## src/hdl/rtcifu_defines.vh

```
// constants for the clock event flag and update block
// Summary of operation
// - overflow flag bit 7 on counter overflow
// - periodic flags in bits six down to zero
// - flags stay set after interrupt acceptance
// - write zero clears flag, one ignored
// - soft reset clears all event flags
// - external, watchdog reset leave clock registers
// - busy precedes time update, lasts 62.5 ms
// - week event when day-of-week becomes zero
// - day event when day-of-week advances
// - hour, minute, second events on advance
// - half and quarter second periodic events
// - eight sources, each with own enable
// - timing select places events in busy
// - soft reset clears all except itself and the irq enable
// - disabled event leaves its flag unchanged
`ifndef RTCIFU_DEFINES_VH
`define RTCIFU_DEFINES_VH

// timing
`define RTCIFU_CLK_KHZ 40000
`define RTCIFU_QUARTER_MS 250
`define RTCIFU_BUSY_US 62500
`define RTCIFU_QUARTER_CYC (`RTCIFU_QUARTER_MS * `RTCIFU_CLK_KHZ)
// scale the clock down first: microseconds times kilohertz would overflow a 32-bit integer
`define RTCIFU_BUSY_CYC (`RTCIFU_BUSY_US * (`RTCIFU_CLK_KHZ / 1000))
`define RTCIFU_LAST_QUARTER 2'h3
`define RTCIFU_FRC_DIV 8

// register byte offsets
`define RTCIFU_OFF_CTRL 8'h00
`define RTCIFU_OFF_ENABLE 8'h04
`define RTCIFU_OFF_FLAGS 8'h08
`define RTCIFU_OFF_STATUS 8'h0c
`define RTCIFU_OFF_SEC 8'h10
`define RTCIFU_OFF_MIN 8'h14
`define RTCIFU_OFF_HOUR 8'h18
`define RTCIFU_OFF_DOW 8'h1c
`define RTCIFU_OFF_IRQEN 8'h20

// control fields
`define RTCIFU_CTRL_RUN 7
`define RTCIFU_CTRL_SRST 4
`define RTCIFU_CTRL_INTSEL 3
`define RTCIFU_CTRL_FRC 0

// flag and enable bit positions
`define RTCIFU_BIT_OVF 7
`define RTCIFU_BIT_WEEK 6
`define RTCIFU_BIT_DAY 5
`define RTCIFU_BIT_HOUR 4
`define RTCIFU_BIT_MIN 3
`define RTCIFU_BIT_SEC 2
`define RTCIFU_BIT_HALF 1
`define RTCIFU_BIT_QUARTER 0
`define RTCIFU_NUM_FLAGS 8

// counter limits
`define RTCIFU_SEC_MAX 8'h3b
`define RTCIFU_MIN_MAX 8'h3b
`define RTCIFU_HOUR_MAX 8'h17
`define RTCIFU_DOW_MAX 8'h06
`define RTCIFU_FRC_MAX 8'hff

`endif

```

## src/hdl/rtcifu_top.v

```verilog
// clock event flags, update busy window and apb register slave
//
// Local design decisions: the address map and the APB slave port.
`timescale 1ns/100ps
`include "rtcifu_defines.vh"

module rtcifu_top #(
    parameter QUARTER_CYC = `RTCIFU_QUARTER_CYC,
    parameter BUSY_CYC = `RTCIFU_BUSY_CYC,
    parameter FRC_DIV = `RTCIFU_FRC_DIV
) (
    // clock and reset
    input wire CORE_CLK,
    input wire RST,
    // apb slave
    input wire PSEL,
    input wire PENABLE,
    input wire PWRITE,
    input wire [7:0] PADDR,
    input wire [31:0] PWDATA,
    output reg [31:0] PRDATA,
    output reg PREADY,
    output reg PSLVERR,
    // interrupt request to the processor
    output reg IRQ
);

    localparam [31:0] Q_LAST = QUARTER_CYC - 1;
    localparam [31:0] B_LAST = BUSY_CYC - 1;
    localparam [31:0] F_LAST = FRC_DIV - 1;

    function hit;
        input [7:0] a;
        input [7:0] off;
        begin
            hit = (a == off);
        end
    endfunction

    function mapped;
        input [7:0] a;
        begin
            mapped = hit(a, `RTCIFU_OFF_CTRL) | hit(a, `RTCIFU_OFF_ENABLE) | hit(a, `RTCIFU_OFF_FLAGS) |
                     hit(a, `RTCIFU_OFF_STATUS) | hit(a, `RTCIFU_OFF_SEC) | hit(a, `RTCIFU_OFF_MIN) |
                     hit(a, `RTCIFU_OFF_HOUR) | hit(a, `RTCIFU_OFF_DOW) | hit(a, `RTCIFU_OFF_IRQEN);
        end
    endfunction

    // clock-domain registers: no asynchronous reset, only the soft reset bit
    reg run;
    reg srst;
    reg int_sel;
    reg frc_mode;
    reg [7:0] enables;
    wire [7:0] clock_event_flags;
    reg [7:0] sec;
    reg [7:0] min;
    reg [7:0] hour;
    reg [7:0] dow;
    reg [7:0] frc;
    reg [31:0] frc_pre;
    reg [31:0] qcnt;
    reg [1:0] quarter;
    reg update_in_progress;
    reg [31:0] bcnt;
    reg [7:0] pend;
    // bus side, reset by RST
    reg clock_irq_request_enable;

    wire setup = PSEL & ~PENABLE;
    wire wr = PSEL & PENABLE & PWRITE & PREADY;
    wire wr_ctrl = wr & hit(PADDR, `RTCIFU_OFF_CTRL);
    wire wr_en = wr & hit(PADDR, `RTCIFU_OFF_ENABLE);
    wire wr_flags = wr & hit(PADDR, `RTCIFU_OFF_FLAGS);
    wire wr_sec = wr & hit(PADDR, `RTCIFU_OFF_SEC);
    wire wr_min = wr & hit(PADDR, `RTCIFU_OFF_MIN);
    wire wr_hour = wr & hit(PADDR, `RTCIFU_OFF_HOUR);
    wire wr_dow = wr & hit(PADDR, `RTCIFU_OFF_DOW);
    wire wr_irqen = wr & hit(PADDR, `RTCIFU_OFF_IRQEN);

    // event decode
    wire rtc_on = run & ~frc_mode;
    wire tick_q = rtc_on & (qcnt == Q_LAST);
    wire busy_start = tick_q & (quarter == `RTCIFU_LAST_QUARTER);
    wire busy_end = update_in_progress & (bcnt == B_LAST);
    wire frc_tick = run & frc_mode & (frc_pre == F_LAST);
    wire adv_min = (sec == `RTCIFU_SEC_MAX);
    wire adv_hour = adv_min & (min == `RTCIFU_MIN_MAX);
    wire adv_day = adv_hour & (hour == `RTCIFU_HOUR_MAX);
    wire adv_week = adv_day & (dow == `RTCIFU_DOW_MAX);

    reg [7:0] time_mask;
    reg [7:0] ev;
    reg [7:0] clr_mask;
    reg [7:0] next_flags;
    reg [31:0] next_rdata;

    always @* begin
        time_mask = 8'h00;
        time_mask[`RTCIFU_BIT_WEEK] = adv_week;
        time_mask[`RTCIFU_BIT_DAY] = adv_day;
        time_mask[`RTCIFU_BIT_HOUR] = adv_hour;
        time_mask[`RTCIFU_BIT_MIN] = adv_min;
        time_mask[`RTCIFU_BIT_SEC] = 1'b1;
        // select 0 fires as busy opens, select 1 as it closes
        if (int_sel) begin
            ev = busy_end ? pend : 8'h00;
        end else begin
            ev = busy_start ? time_mask : 8'h00;
        end
        ev[`RTCIFU_BIT_QUARTER] = tick_q;
        ev[`RTCIFU_BIT_HALF] = tick_q & quarter[0];
        ev[`RTCIFU_BIT_OVF] = frc_tick & (frc == `RTCIFU_FRC_MAX);
        clr_mask = wr_flags ? ~PWDATA[7:0] : 8'h00;
        // set wins over a clear landing in the same cycle; acceptance never clears
        next_flags = (clock_event_flags & ~clr_mask) | (ev & enables);
    end

    always @* begin
        next_rdata = 32'h0000_0000;
        case (PADDR)
            `RTCIFU_OFF_CTRL: begin
                next_rdata[`RTCIFU_CTRL_RUN] = run;
                next_rdata[`RTCIFU_CTRL_SRST] = srst;
                next_rdata[`RTCIFU_CTRL_INTSEL] = int_sel;
                next_rdata[`RTCIFU_CTRL_FRC] = frc_mode;
            end
            `RTCIFU_OFF_ENABLE: next_rdata[7:0] = enables;
            `RTCIFU_OFF_FLAGS: next_rdata[7:0] = clock_event_flags;
            `RTCIFU_OFF_STATUS: next_rdata[0] = update_in_progress;
            `RTCIFU_OFF_SEC: next_rdata[7:0] = frc_mode ? frc : sec;
            `RTCIFU_OFF_MIN: next_rdata[7:0] = min;
            `RTCIFU_OFF_HOUR: next_rdata[7:0] = hour;
            `RTCIFU_OFF_DOW: next_rdata[7:0] = dow;
            `RTCIFU_OFF_IRQEN: next_rdata[0] = clock_irq_request_enable;
            default: next_rdata = 32'h0000_0000;
        endcase
    end

    // one flop per flag; no RST here, only the soft reset bit empties them
    genvar g;
    generate
        for (g = 0; g < `RTCIFU_NUM_FLAGS; g = g + 1) begin : g_flag
            reg flag_bit;
            always @(posedge CORE_CLK) begin
                if (srst) begin
                    flag_bit <= 1'b0;
                end else begin
                    flag_bit <= next_flags[g];
                end
            end
            assign clock_event_flags[g] = flag_bit;
        end
    endgenerate

    // bus interface: one access cycle, answer registered
    always @(posedge CORE_CLK or posedge RST) begin
        if (RST) begin
            PREADY <= 1'b0;
            PRDATA <= 32'h0000_0000;
            PSLVERR <= 1'b0;
            IRQ <= 1'b0;
            clock_irq_request_enable <= 1'b0;
        end else begin
            PREADY <= setup;
            PSLVERR <= setup & ~mapped(PADDR);
            if (setup & ~PWRITE) begin
                PRDATA <= next_rdata;
            end
            if (wr_irqen) begin
                clock_irq_request_enable <= PWDATA[0];
            end
            IRQ <= clock_irq_request_enable & (|clock_event_flags);
        end
    end

    // the soft reset bit itself is only ever changed by software
    always @(posedge CORE_CLK) begin
        if (wr_ctrl) begin
            srst <= PWDATA[`RTCIFU_CTRL_SRST];
        end
    end

    // RST deliberately absent: time, control and flags survive the pin and watchdog resets
    always @(posedge CORE_CLK) begin
        if (srst) begin
            run <= 1'b0;
            int_sel <= 1'b0;
            frc_mode <= 1'b0;
            enables <= 8'h00;
            sec <= 8'h00;
            min <= 8'h00;
            hour <= 8'h00;
            dow <= 8'h00;
            frc <= 8'h00;
            frc_pre <= 32'h0000_0000;
            qcnt <= 32'h0000_0000;
            quarter <= 2'h0;
            update_in_progress <= 1'b0;
            bcnt <= 32'h0000_0000;
            pend <= 8'h00;
        end else begin
            if (wr_ctrl) begin
                run <= PWDATA[`RTCIFU_CTRL_RUN];
                int_sel <= PWDATA[`RTCIFU_CTRL_INTSEL];
                frc_mode <= PWDATA[`RTCIFU_CTRL_FRC];
            end
            if (wr_en) begin
                enables <= PWDATA[7:0];
            end
            // quarter-second timebase
            if (rtc_on) begin
                qcnt <= tick_q ? 32'h0000_0000 : qcnt + 32'h0000_0001;
                if (tick_q) begin
                    quarter <= quarter + 2'h1;
                end
            end
            // busy window: raised first, time advances when it closes
            if (busy_start) begin
                update_in_progress <= 1'b1;
                bcnt <= 32'h0000_0000;
                pend <= time_mask;
            end else if (busy_end) begin
                update_in_progress <= 1'b0;
            end else if (update_in_progress) begin
                bcnt <= bcnt + 32'h0000_0001;
            end
            if (busy_end) begin
                sec <= adv_min ? 8'h00 : sec + 8'h01;
                if (adv_min) begin
                    min <= adv_hour ? 8'h00 : min + 8'h01;
                end
                if (adv_hour) begin
                    hour <= adv_day ? 8'h00 : hour + 8'h01;
                end
                if (adv_day) begin
                    dow <= adv_week ? 8'h00 : dow + 8'h01;
                end
            end
            // software writes land after any update in the same cycle
            if (wr_sec) begin
                sec <= PWDATA[7:0];
            end
            if (wr_min) begin
                min <= PWDATA[7:0];
            end
            if (wr_hour) begin
                hour <= PWDATA[7:0];
            end
            if (wr_dow) begin
                dow <= PWDATA[7:0];
            end
            // free-running counter shares the seconds address
            if (run & frc_mode) begin
                frc_pre <= frc_tick ? 32'h0000_0000 : frc_pre + 32'h0000_0001;
                if (frc_tick) begin
                    frc <= frc + 8'h01;
                end
            end
        end
    end

endmodule // rtcifu_top

```

## config.mk

```make
export PLATFORM = sky130hd
export DESIGN_NAME = rtcifu_top
export DESIGN_NICKNAME = d
export VERILOG_FILES = /design/src/hdl/rtcifu_top.v
export VERILOG_INCLUDE_DIRS = /design/src /design/src/hdl
export SDC_FILE = /design/constraint.sdc
export NUM_CORES = 1
export LEC_CHECK = 0
export BUFFER_PORTS_ARGS = -buffer_cell sky130_fd_sc_hd__buf_2
export CORE_ASPECT_RATIO = 1.2
export CORE_MARGIN = 2
export CORE_UTILIZATION = 39
export CTS_BUF_LIST = sky130_fd_sc_hd__clkbuf_16
export CTS_CLUSTER_DIAMETER = 200
export DETAILED_ROUTE_END_ITERATION = 7
export PLACE_DENSITY_LB_ADDON = 0.05
export SYNTH_ARGS = -nofsm -noshare
export SYNTH_HDL_FRONTEND = slang
export SYNTH_SLANG_ARGS = --single-unit
```

## constraint.sdc

```tcl
create_clock -name CORE_CLK -period 2.4 [get_ports CORE_CLK]
set_clock_uncertainty 0.05 [all_clocks]
set_input_delay 0.24 -clock CORE_CLK [delete_from_list [all_inputs] [get_ports CORE_CLK]]
set_output_delay 0.24 -clock CORE_CLK [all_outputs]
set_load 0.01 [all_outputs]
```

==> results of run 1 <==
## routing by layer
| layer | part of all wire | track usage | vias up | wire, um |
|---|---|---|---|---|
| li1 | - | - | 4032 | - |
| met4 | 0.026 | 0.07345 | 0 | 649 |
| met2 | 0.49 | 0.3513 | 129 | 12210 |
| met5 | 0 | 0 | - | 0 |
| met3 | 0.022 | 0.03019 | 43 | 555 |
| met1 | 0.46 | 0.2655 | 3795 | 11370 |
## registers in the layout, summed over array words and instances (netlist names), 2 cells and up
register / count
g_flag.flag_bit: 8
enables: 8
frc: 8
PRDATA: 8
bcnt: 32
hour: 8
frc_pre: 32
pend: 5
dow: 8
qcnt: 32
min: 8
sec: 8
quarter: 2
## power breakdown
group	switching (W)	internal, W	leakage [nW]	total, W
logic	0.000106	0.0000486	2.33	0.000155
clock network	0.00133	0.00147	0.282	0.00279
registers	0.00000727	0.00294	1.48	0.00295
total	0.00144	0.00445	4.09	0.00589
## tightest hold or removal path, stage by stage
cell and delay [ns]:
buf_2 0.14, nand2b_1 0.07, a21oi_1 0.07
## cell usage in the layout, fill, tap and decap left out, types with 7 or more instances in the layout
cell,n
o211ai_1,13
ha_1,7
nor2_1,168
mux2i_1,18
buf_2,31
a31oi_1,11
nor3_1,20
nand3_1,65
xor2_1,71
dfrtp_1,12
and4_1,17
xnor2_1,26
nor4_1,21
dfxtp_1,160
a21oi_1,43
and3_1,33
a22oi_1,9
o21ai_0,37
inv_1,12
clkbuf_16,17
nand2_1,99
a22o_1,9
conb_1,24
nand4_1,40
nand2b_1,7
or3_1,15
mux2_2,9
a211oi_1,7
buf_4,86
## worst max-delay path by stage
stage | startpoint | end | slack (ns)
floorplan | bcnt[0] | hour[6] | 0.23
global placement | bcnt[0] | dow[0] | 0.03
detailed placement | bcnt[0] | dow[0] | 0.04
CTS | bcnt[0] | dow[0] | 0.009
global route | bcnt[24] | min[6] | 0.005
finish | dow[1] | dow[6] | 0.12
## metrics by stage
stage	total power, W	hold WS, ns	instance area (um2)
finish	0.005893	0.07305	10810
global route	0.006118	0.08479	10810
CTS	0.005978	0.06088	10720
detailed placement	0.003167	0.2206	10140
global placement	0.003167	0.2251	10140
floorplan	0.003118	0.05470	9278
## cell families (layout without fill, tap and decap cells)
family / after synthesis / count (layout) / share of synthesized area
compound gates: 153 / 153 / 0.1060
xor+xnor: 97 / 97 / 0.09243
fa+ha+maj: 10 / 10 / 0.01361
buf+inv: 77 / 165 / 0.04465
flops: 176 / 176 / 0.3910
mux: 28 / 28 / 0.03308
other cells: 1 / 24 / 0.0004080
simple gates: 544 / 544 / 0.3188
## synthesized netlist by cell type (8+ instances only)
library cell	number	area share
a21oi_1	43	0.023
a22o_1	9	0.0086
a22oi_1	9	0.0074
a31oi_1	11	0.0075
and3_1	33	0.022
and4_1	18	0.017
buf_1	8	0.0033
buf_4	26	0.021
clkbuf_1	22	0.0090
dfrtp_1	12	0.033
dfxtp_1	163	0.36
ha_1	10	0.014
inv_1	12	0.0049
mux2_2	9	0.011
mux2i_1	18	0.020
nand2_1	99	0.040
nand3_1	65	0.035
nand4_1	40	0.027
nor2_1	168	0.069
nor3_1	20	0.011
nor4_1	21	0.014
o211ai_1	13	0.011
o21ai_0	37	0.020
or3_1	15	0.010
xnor2_1	26	0.025
xor2_1	71	0.068
## area by class of cell
class                   count  area, um2
repair buffers            122      882.1
multi-input cells         856       5318
clock inverters            14      143.9
inverters                  12      45.04
well taps                 315      394.1
clock buffers              17      425.4
flip-flops and latches    176       3597
fillers                  2343      12400
## what timing repair did
item,CTS,global route
hold buffers,1,0
resized for setup,0,13
buffers inserted,0,4
endpoints found under the hold margin,12,0
setup endpoints to repair,0,3
==> reports/results.txt, run 1 <==
Peak supply drop - 0.4426 mV
Arrival time worst endpoint - 2.56 ns
Power density over cell area - 545.4 nW/um2
Clock tree root driver cell - clkbuf_16
Post-Syn Area - 9191 um2
Remaining antenna violation count after routing - 0
Yosys warning count - 0
WP depth - 7
Via count - 7999
Worst setup EP type - flip-flop
Post-Syn Instances - 1086
Max clock buf depth - 2
Die height - 172.2 um
Most used DFF post-synth - dfxtp_1
Hold Path Depth - 3
Worst endpoint required time - 2.68 ns
Setup Total Neg Slack - 0 ns
Layout cells sized above 1 - 0.1662
Diodes inserted - 0
PortBufs - 31
Area growth, synth to finish - 17.56%
Largest net degree at the start of global routing - 41
Max Clock Freq - 0.4382 GHz
First-pass GRT wire length - 40230 um
WL final - 24780 um
Final hold vios - 0
HPWL after DPL - 17930 um
Min-Delay Path Class - primary input to flip-flop
Final Max Slew Viols - 0
Width of the die - 144.1 um
Fin util - 0.4657
Clock transition at path regs - 0.08 ns
R2r worst-path depth - 7
CP max stage delay - 0.49 ns
CP Buf/Inv Count - 1
DR pass1 iterations - 5
Tmin final - 2.282 ns
Placed cell count - 1476
Pre-CTS setup slack - 0.03998 ns
CP delay by family, top - simple AND/OR/NAND/NOR gates
Status - complete, no violations
Final period util - 0.9508
CTS tree - yes
CORE AREA - 23200 um2
CTS Sinks - 176
Average wire per standard cell - 16.39 um
Crit start category - flip-flop
Initial antenna violation count - 0
Reg2reg end - dow[6]
Total gr overflow - 0
Initial Util - 0.3961
Sequential area share after synthesis - 0.3910
Launching point of the worst reg2reg path - dow[1]
Htree depth - 4
Non-Filler Instances - 1512
Critical setup path kind - flip-flop to flip-flop
Final WS setup - 0.1181 ns
Count of state elements after synthesis - 176
CP max-delay cell - or4b_1
Worst Hold Launch - PADDR[5]
Die area - 24820 um2
Max-Cap Viols - 0
Final Wtd Congestion - 0.8113
LEAKAGE - 4.092 nW
CTS Buf Count - 17
Latest clock arrival within the worst-skew pair - 0.44 ns
CP Cell Sequence - ha_1 > or4b_1 > nor4b_2 > buf_4 > a31oi_1 > o21a_1 > a221o_1
DRC violations left - 0
RSZ-0062 raised after global routing - true
Crit-path max FO - 8
1st-iter DRT viols - 388
FP Rows - 61
Vias in the first global route - 7671
EDFF count, synth - 1
All-Layer GR Usage - 0.2060
Setup violators final - 0
Syn Area/Cell - 8.463 um2
Vias per cell - 5.290
Fraction of registers with async set/reset - 0.06818
R2R setup slack - 0.12 ns
Io pins - 80
Final nets - 1240
Synth unique cells - 74
Hold Path End - PSLVERR
(Power assumes the default switching activity.)
==> run 2, diff against run 1 <==
--- a/config.mk
+++ b/config.mk
@@ -10,7 +10,7 @@
 export CORE_ASPECT_RATIO = 1.2
 export CORE_MARGIN = 2
 export CORE_UTILIZATION = 39
-export CTS_BUF_LIST = sky130_fd_sc_hd__clkbuf_16
+export CTS_BUF_LIST = sky130_fd_sc_hd__clkbuf_4 sky130_fd_sc_hd__clkbuf_8
 export CTS_CLUSTER_DIAMETER = 200
 export DETAILED_ROUTE_END_ITERATION = 7
 export PLACE_DENSITY_LB_ADDON = 0.05
==> run 2 against run 1 <==
  * Clock-buffer cell count unchanged
  * Fmax decreased by 0.78%
  * Worst setup slack got worse by 0.018 ns
  * Hold slack got worse by 0.053 ns
  * Utilization decreased by 0.75 points
  * Via count increased by 0.14%
  * Clock power decreased by 25%
  * Wire length decreased by 0.18%
  * Critical endpoint unchanged
  * Largest power group unchanged
==> reports/results.txt, run 2 (synthesis results as in run 1) <==
Reg2reg end - dow[6]
Critical Path Source - dow[1]
Initial antenna violation count - 0 (unchanged)
HPWL after DPL - 17930 um (unchanged)
Setup Total Neg Slack - 0 ns (unchanged)
Min-Delay Path Class - primary input to flip-flop
Setup violators final - 0 (unchanged)
CTS Buf Count - 17 (unchanged)
RSZ-0062 raised after global routing - true
Io pins - 80 (unchanged)
Commonest cells after routing, fill and taps aside - nor2_1, dfxtp_1, nand2_1
DR pass1 iterations - 8 (+3)
Seq. cell area - 3597 um2 (unchanged)
Htree depth - 4 (unchanged)
Arrival time worst endpoint - 2.63 ns (+0.07 ns)
Width of the die - 144.1 um (unchanged)
Final Max Slew Viols - 0 (unchanged)
Latest clock arrival within the worst-skew pair - 0.48 ns (+0.04 ns)
Critical setup path kind - flip-flop to flip-flop
Peak supply drop - 0.3038 mV (-31%)
PortBufs - 31 (unchanged)
Final WS setup - 0.1002 ns (-0.01787 ns)
WL final - 24730 um (-0.18%)
Max clock buf depth - 2 (unchanged)
Vias per cell - 5.298 (+0.14%)
1st-iter DRT viols - 423 (+9.0%)
Final period util - 0.9583 (+0.007445)
Multi-input gate area - 5335 um2 (+0.33%)
All-Layer GR Usage - 0.2058 (-0.0002684)
Remaining antenna violation count after routing - 0 (unchanged)
Vias in the first global route - 7677 (+0.078%)
Initial Util - 0.3961 (unchanged)
Commonest non-fill, non-tap cell in the layout - nor2_1
Total power - 0.005190 W (-12%)
CORE AREA - 23200 um2 (unchanged)
Worst endpoint required time - 2.73 ns (+0.05 ns)
Fillers - 2369 (+1.1%)
Largest net degree at the start of global routing - 41 (unchanged)
Average wire per standard cell - 16.36 um (-0.18%)
Status - complete, no violations
FP Rows - 61 (unchanged)
Pre-CTS setup slack - 0.03998 ns (unchanged)
Post-placement cell area - 10140 um2 (unchanged)
Power density over cell area - 488.2 nW/um2 (-10%)
Area growth, synth to finish - 15.67%
First-pass GRT wire length - 40150 um (-0.19%)
Die area - 24820 um2 (unchanged)
Crit-path max FO - 8 (unchanged)
Max Clock Freq - 0.4348 GHz (-0.78%)
CP delay by family, top - simple AND/OR/NAND/NOR gates
WP depth - 7 (unchanged)
DRC violations left - 0 (unchanged)
CTS tree - yes
CP Cell Sequence - ha_1 > or4b_1 > nor4b_2 > buf_4 > a31oi_1 > o21a_1 > a221o_1
Post-route cell area - 10630 um2 (-1.6%)
Clock transition at path regs - 0.11 ns (+0.03 ns)
Total gr overflow - 0 (unchanged)
Largest registers - bcnt: 32 flops, frc_pre: 32 flops, qcnt: 32 flops
Crit start category - flip-flop
Diodes inserted - 0 (unchanged)
Final nets - 1240 (unchanged)
CP max stage delay - 0.49 ns (about the same)
Layout cells sized above 1 - 0.1662 (unchanged)
Die height - 172.2 um (unchanged)
Via count - 8010 (+0.14%)
CP Buf/Inv Count - 1 (unchanged)
R2r worst-path depth - 7 (unchanged)
LEAKAGE - 4.016 nW (-1.8%)
Launching point of the worst reg2reg path - dow[1]
R2R setup slack - 0.10 ns (-0.02 ns)
Worst setup EP type - flip-flop
CTS Sinks - 176 (unchanged)
Max-Cap Viols - 0 (unchanged)
Final Wtd Congestion - 0.8113 (unchanged)
Final hold vios - 0 (unchanged)
Tmin final - 2.300 ns (+0.01787 ns)
Clock tree root driver cell - clkbuf_8
CP Capture Point - dow[6]
CP max-delay cell - or4b_1
-- run 2: how the worst min path moves through the flow --
stage / start / to / cells after the start
floorplan: RST / IRQ / 1
global placement: RST / PREADY / 2
detailed placement: RST / PREADY / 2
CTS: PWRITE / PRDATA[3] / 3
global route: PADDR[5] / PSLVERR / 3
finish: PADDR[5] / PSLVERR / 3
-- run 2: stage by stage --
step / std cells / hold WS, ns / utilization
after floorplan: 1109 / 0.05470 / -
after global placement: 1476 / 0.2251 / 0.4372
after detailed placement: 1476 / 0.2206 / 0.4372
after CTS: 1508 / 0.001939 / 0.4539
after global routing: 1512 / 0.02371 / 0.4582
final: 1512 / 0.02012 / 0.4582
-- run 2: area by class of cell --
cell class              instances  area share
flip-flops and latches        176      0.3384
repair buffers                122     0.08297
clock inverters                14     0.01353
inverters                      12    0.004237
multi-input cells             856      0.5018
clock buffers                  17     0.02201
well taps                     315     0.03707
-- run 2: worst register-to-register path: cells and delay by family, from the launching register on --
kind                       cells  cell delay [ns]
adders and majority gates      1             0.18
DFF                            1             0.44
buffers and inverters          1             0.21
AOI/OAI and AO/OA              3             0.54
and+or+nand+nor                2             0.78
-- run 2: routing by layer --
layer	vias up	wire length, um	global-route usage
li1	4039	-	-
met4	0	725	0.07683
met5	-	0	0
met3	45	644	0.03212
met1	3788	11220	0.2655
met2	138	12150	0.3472
-- run 2: power breakdown --
part / total (W) / switching (W) / internal (W) / leakage, nW
Clock: 0.00209 / 0.00123 / 0.000856 / 0.194
Combinational: 0.000155 / 0.000106 / 0.0000486 / 2.34
Sequential: 0.00295 / 0.00000727 / 0.00294 / 1.48
Total: 0.00519 / 0.00135 / 0.00384 / 4.02
-- run 2: repair_timing --
item,CTS,global route
setup buffers,0,4
hold buffers,1,0
gates resized for setup,0,15
setup endpoints to repair,0,4
hold endpoints to repair,12,0
==> run 3, diff against run 2 <==
--- a/config.mk
+++ b/config.mk
@@ -14,6 +14,7 @@
 export CTS_CLUSTER_DIAMETER = 200
 export DETAILED_ROUTE_END_ITERATION = 7
 export PLACE_DENSITY_LB_ADDON = 0.05
+export SETUP_SLACK_MARGIN = 0.4
 export SYNTH_ARGS = -nofsm -noshare
 export SYNTH_HDL_FRONTEND = slang
 export SYNTH_SLANG_ARGS = --single-unit
==> run 3 against run 2 <==
  * First-iteration DRC count decreased by 5.0%
  * Clock power increased by 7%
  * Worst setup slack improved by 0.18 ns
  * Die area unchanged
  * Global-route usage increased by 0.39 points
  * Sequential cell count unchanged
  * Fmax increased by 8.6%
  * Total power increased by 2.6%
  * Largest cell class unchanged
==> reports/results.txt, run 3 (synthesis results as in run 1) <==
CTS Sinks - 176 (unchanged)
NetSw - 0.001268 W (-5.9%)
WL final - 25310 um (+2.3%)
Combinational group share of total power - 0.029 (about the same)
Final Max Slew Viols - 0 (unchanged)
Worst hold slack - 0.03645 ns (+0.01633 ns)
Tmin final - 2.118 ns (-0.1815 ns)
Io pins - 80 (unchanged)
DRC violations left - 0 (unchanged)
Area growth, synth to finish - 22.46%
Crit-path max FO - 4 (-4)
CP Cell Sequence - nor3_1 > nand4_1 > nor4_4 > buf_12 > nand2_8 > or3_1 > a311oi_1
Die area - 24820 um2 (unchanged)
Largest net degree at the start of global routing - 46 (+12%)
Htree depth - 4 (unchanged)
Width of the die - 144.1 um (unchanged)
Initial Util - 0.3961 (unchanged)
Power density over cell area - 473.3 nW/um2 (-3.1%)
Via count - 8132 (+1.5%)
Max-Cap Viols - 0 (unchanged)
PortBufs - 31 (unchanged)
Critical setup path kind - flip-flop to flip-flop
Final Wtd Congestion - 0.8220 (+1.3%)
Largest registers - bcnt: 32 flops, frc_pre: 32 flops, qcnt: 32 flops
HPWL after DPL - 17730 um (-1.1%)
Final hold vios - 0 (unchanged)
Worst endpoint required time - 2.74 ns (about the same)
Total gr overflow - 0 (unchanged)
Max clock buf depth - 2 (unchanged)
1st-iter DRT viols - 402 (-5.0%)
DR pass1 iterations - 4 (-4)
Worst-margin pin slew - 0.5382 ns
LEAKAGE - 4.256 nW (+6.0%)
Final nets - 1266 (+2.1%)
Setup violators final - 0 (unchanged)
Commonest non-fill, non-tap cell in the layout - nor2_1
Status - complete, no violations
Vias per cell - 5.284 (-0.26%)
Clock tree root driver cell - clkbuf_8
Average wire per standard cell - 16.45 um (+0.54%)
CP max-delay cell - dfxtp_1
Initial antenna violation count - 0 (unchanged)
CTS tree - yes
Latest clock arrival within the worst-skew pair - 0.47 ns (about the same)
First-pass GRT wire length - 40870 um (+1.8%)
Arrival time worst endpoint - 2.45 ns (-0.18 ns)
Pint - 0.004059 W (+5.6%)
CP Buf/Inv Count - 1 (unchanged)
CP delay by family, top - simple AND/OR/NAND/NOR gates
Sw frac - 0.2380 (-0.02153)
Min-Delay Path Class - primary input to flip-flop
All-Layer GR Usage - 0.2097 (+0.003926)
Seq pwr share - 0.552 (-0.016)
Die height - 172.2 um (unchanged)
Setup Total Neg Slack - 0 ns (unchanged)
CTS Buf Count - 17 (unchanged)
Final period util - 0.8826 (-0.07563)
CORE AREA - 23200 um2 (unchanged)
FP Rows - 61 (unchanged)
Remaining antenna violation count after routing - 0 (unchanged)
Crit start category - flip-flop
CP max stage delay - 0.40 ns (-0.09 ns)
Clock transition at path regs - 0.10 ns (about the same)
Vias in the first global route - 7845 (+2.2%)
RSZ-0062 raised after global routing - true
Diodes inserted - 0 (unchanged)
Worst setup EP type - flip-flop
Layout cells sized above 1 - 0.2353 (+0.06905)
Max Clock Freq - 0.4721 GHz (+8.6%)
Commonest cells after routing, fill and taps aside - nor2_1, dfxtp_1, nand2_1
Clock Power Share - 0.419 (+0.016)
Max_slew headroom - 0.6395
Peak supply drop - 0.3057 mV (+0.62%)
==> run 3: cell types whose count changed in the layout (fill, tap and decap cells not counted), moves of 5 or more <==
cell and change:
dfxtp_1 -24, dfxtp_2 +19, buf_6 +15, o21ai_0 -9
buf_4 +8, nor4_1 -7, o21ai_1 +7, nand3_1 -6
nand3_2 +6, and3_1 -5, clkbuf_8 +5, dfxtp_4 +5
nor4_2 +5
==> run 3: per-stage QoR <==
stage | util | area (um2) | std cells | setup WS, ns | power (W)
finish | 0.4851 | 11260 | 1539 | 0.2817 | 0.005327
global route | 0.4851 | 11260 | 1539 | 0.1513 | 0.005546
CTS | 0.4722 | 10960 | 1525 | 0.2616 | 0.005409
global placement | 0.4350 | 10090 | 1462 | 0.07809 | 0.003168
detailed placement | 0.4350 | 10090 | 1462 | 0.05074 | 0.003167
floorplan | - | 9320 | 1109 | 0.3298 | 0.003118
==> run 3: path summary, 6_finish.rpt <==
check,startpoint,end,slack (ns),depth (start not counted)
max reg2reg,min[7],dow[0],0.28,7
max in group asynchronous,RST,IRQ,1.72,3
min reg2reg,enables[4],enables[4],0.43,2
min in group asynchronous,RST,PREADY,0.27,3
max,min[7],dow[0],0.28,7
min,PWRITE,PRDATA[3],0.04,3
==> run 3: timing repair <==
action,in CTS,in global routing
resized for setup,63,53
pin swaps,34,31
cloned,1,1
hold buffers,2,0
endpoints found under the hold margin,13,0
setup buffers,28,13
endpoints found under the setup margin,84,131
==> run 3: per-layer routing <==
| metal | track usage | vias up | wire [um] |
|---|---|---|---|
| met5 | 0 | - | 0 |
| met1 | 0.2696 | 3888 | 11410 |
| met4 | 0.07092 | 0 | 552 |
| met3 | 0.03905 | 33 | 738 |
| met2 | 0.3540 | 112 | 12610 |
| li1 | - | 4099 | - |
==> run 3: cell type report <==
cell class | instances | area (um2)
flip-flops and latches | 176 | 3640
clock inverters | 10 | 125.1
clock buffers | 22 | 302.8
repair buffers | 148 | 1156
multi-input cells | 856 | 5593
well taps | 315 | 394.1
inverters | 12 | 45.04
fillers | 2305 | 11950
==> run 3: worst reg2reg max path, stage by stage (launching register included) <==
cell	delay, ns
dfxtp_1	0.40
nor3_1	0.37
nand4_1	0.22
nor4_4	0.25
buf_12	0.17
nand2_8	0.05
or3_1	0.29
a311oi_1	0.23
==> run 3: power groups by stage <==
stage | combinational (W) | sequential [W] | clock, W
3_5_place_dp | 0.000153 | 0.00301 | 0
5_1_grt | 0.000174 | 0.00294 | 0.00243
3_3_place_gp | 0.000154 | 0.00301 | 0
4_1_cts | 0.000156 | 0.00294 | 0.00231
2_1_floorplan | 0.0000969 | 0.00302 | 0
6_report | 0.000156 | 0.00294 | 0.00223
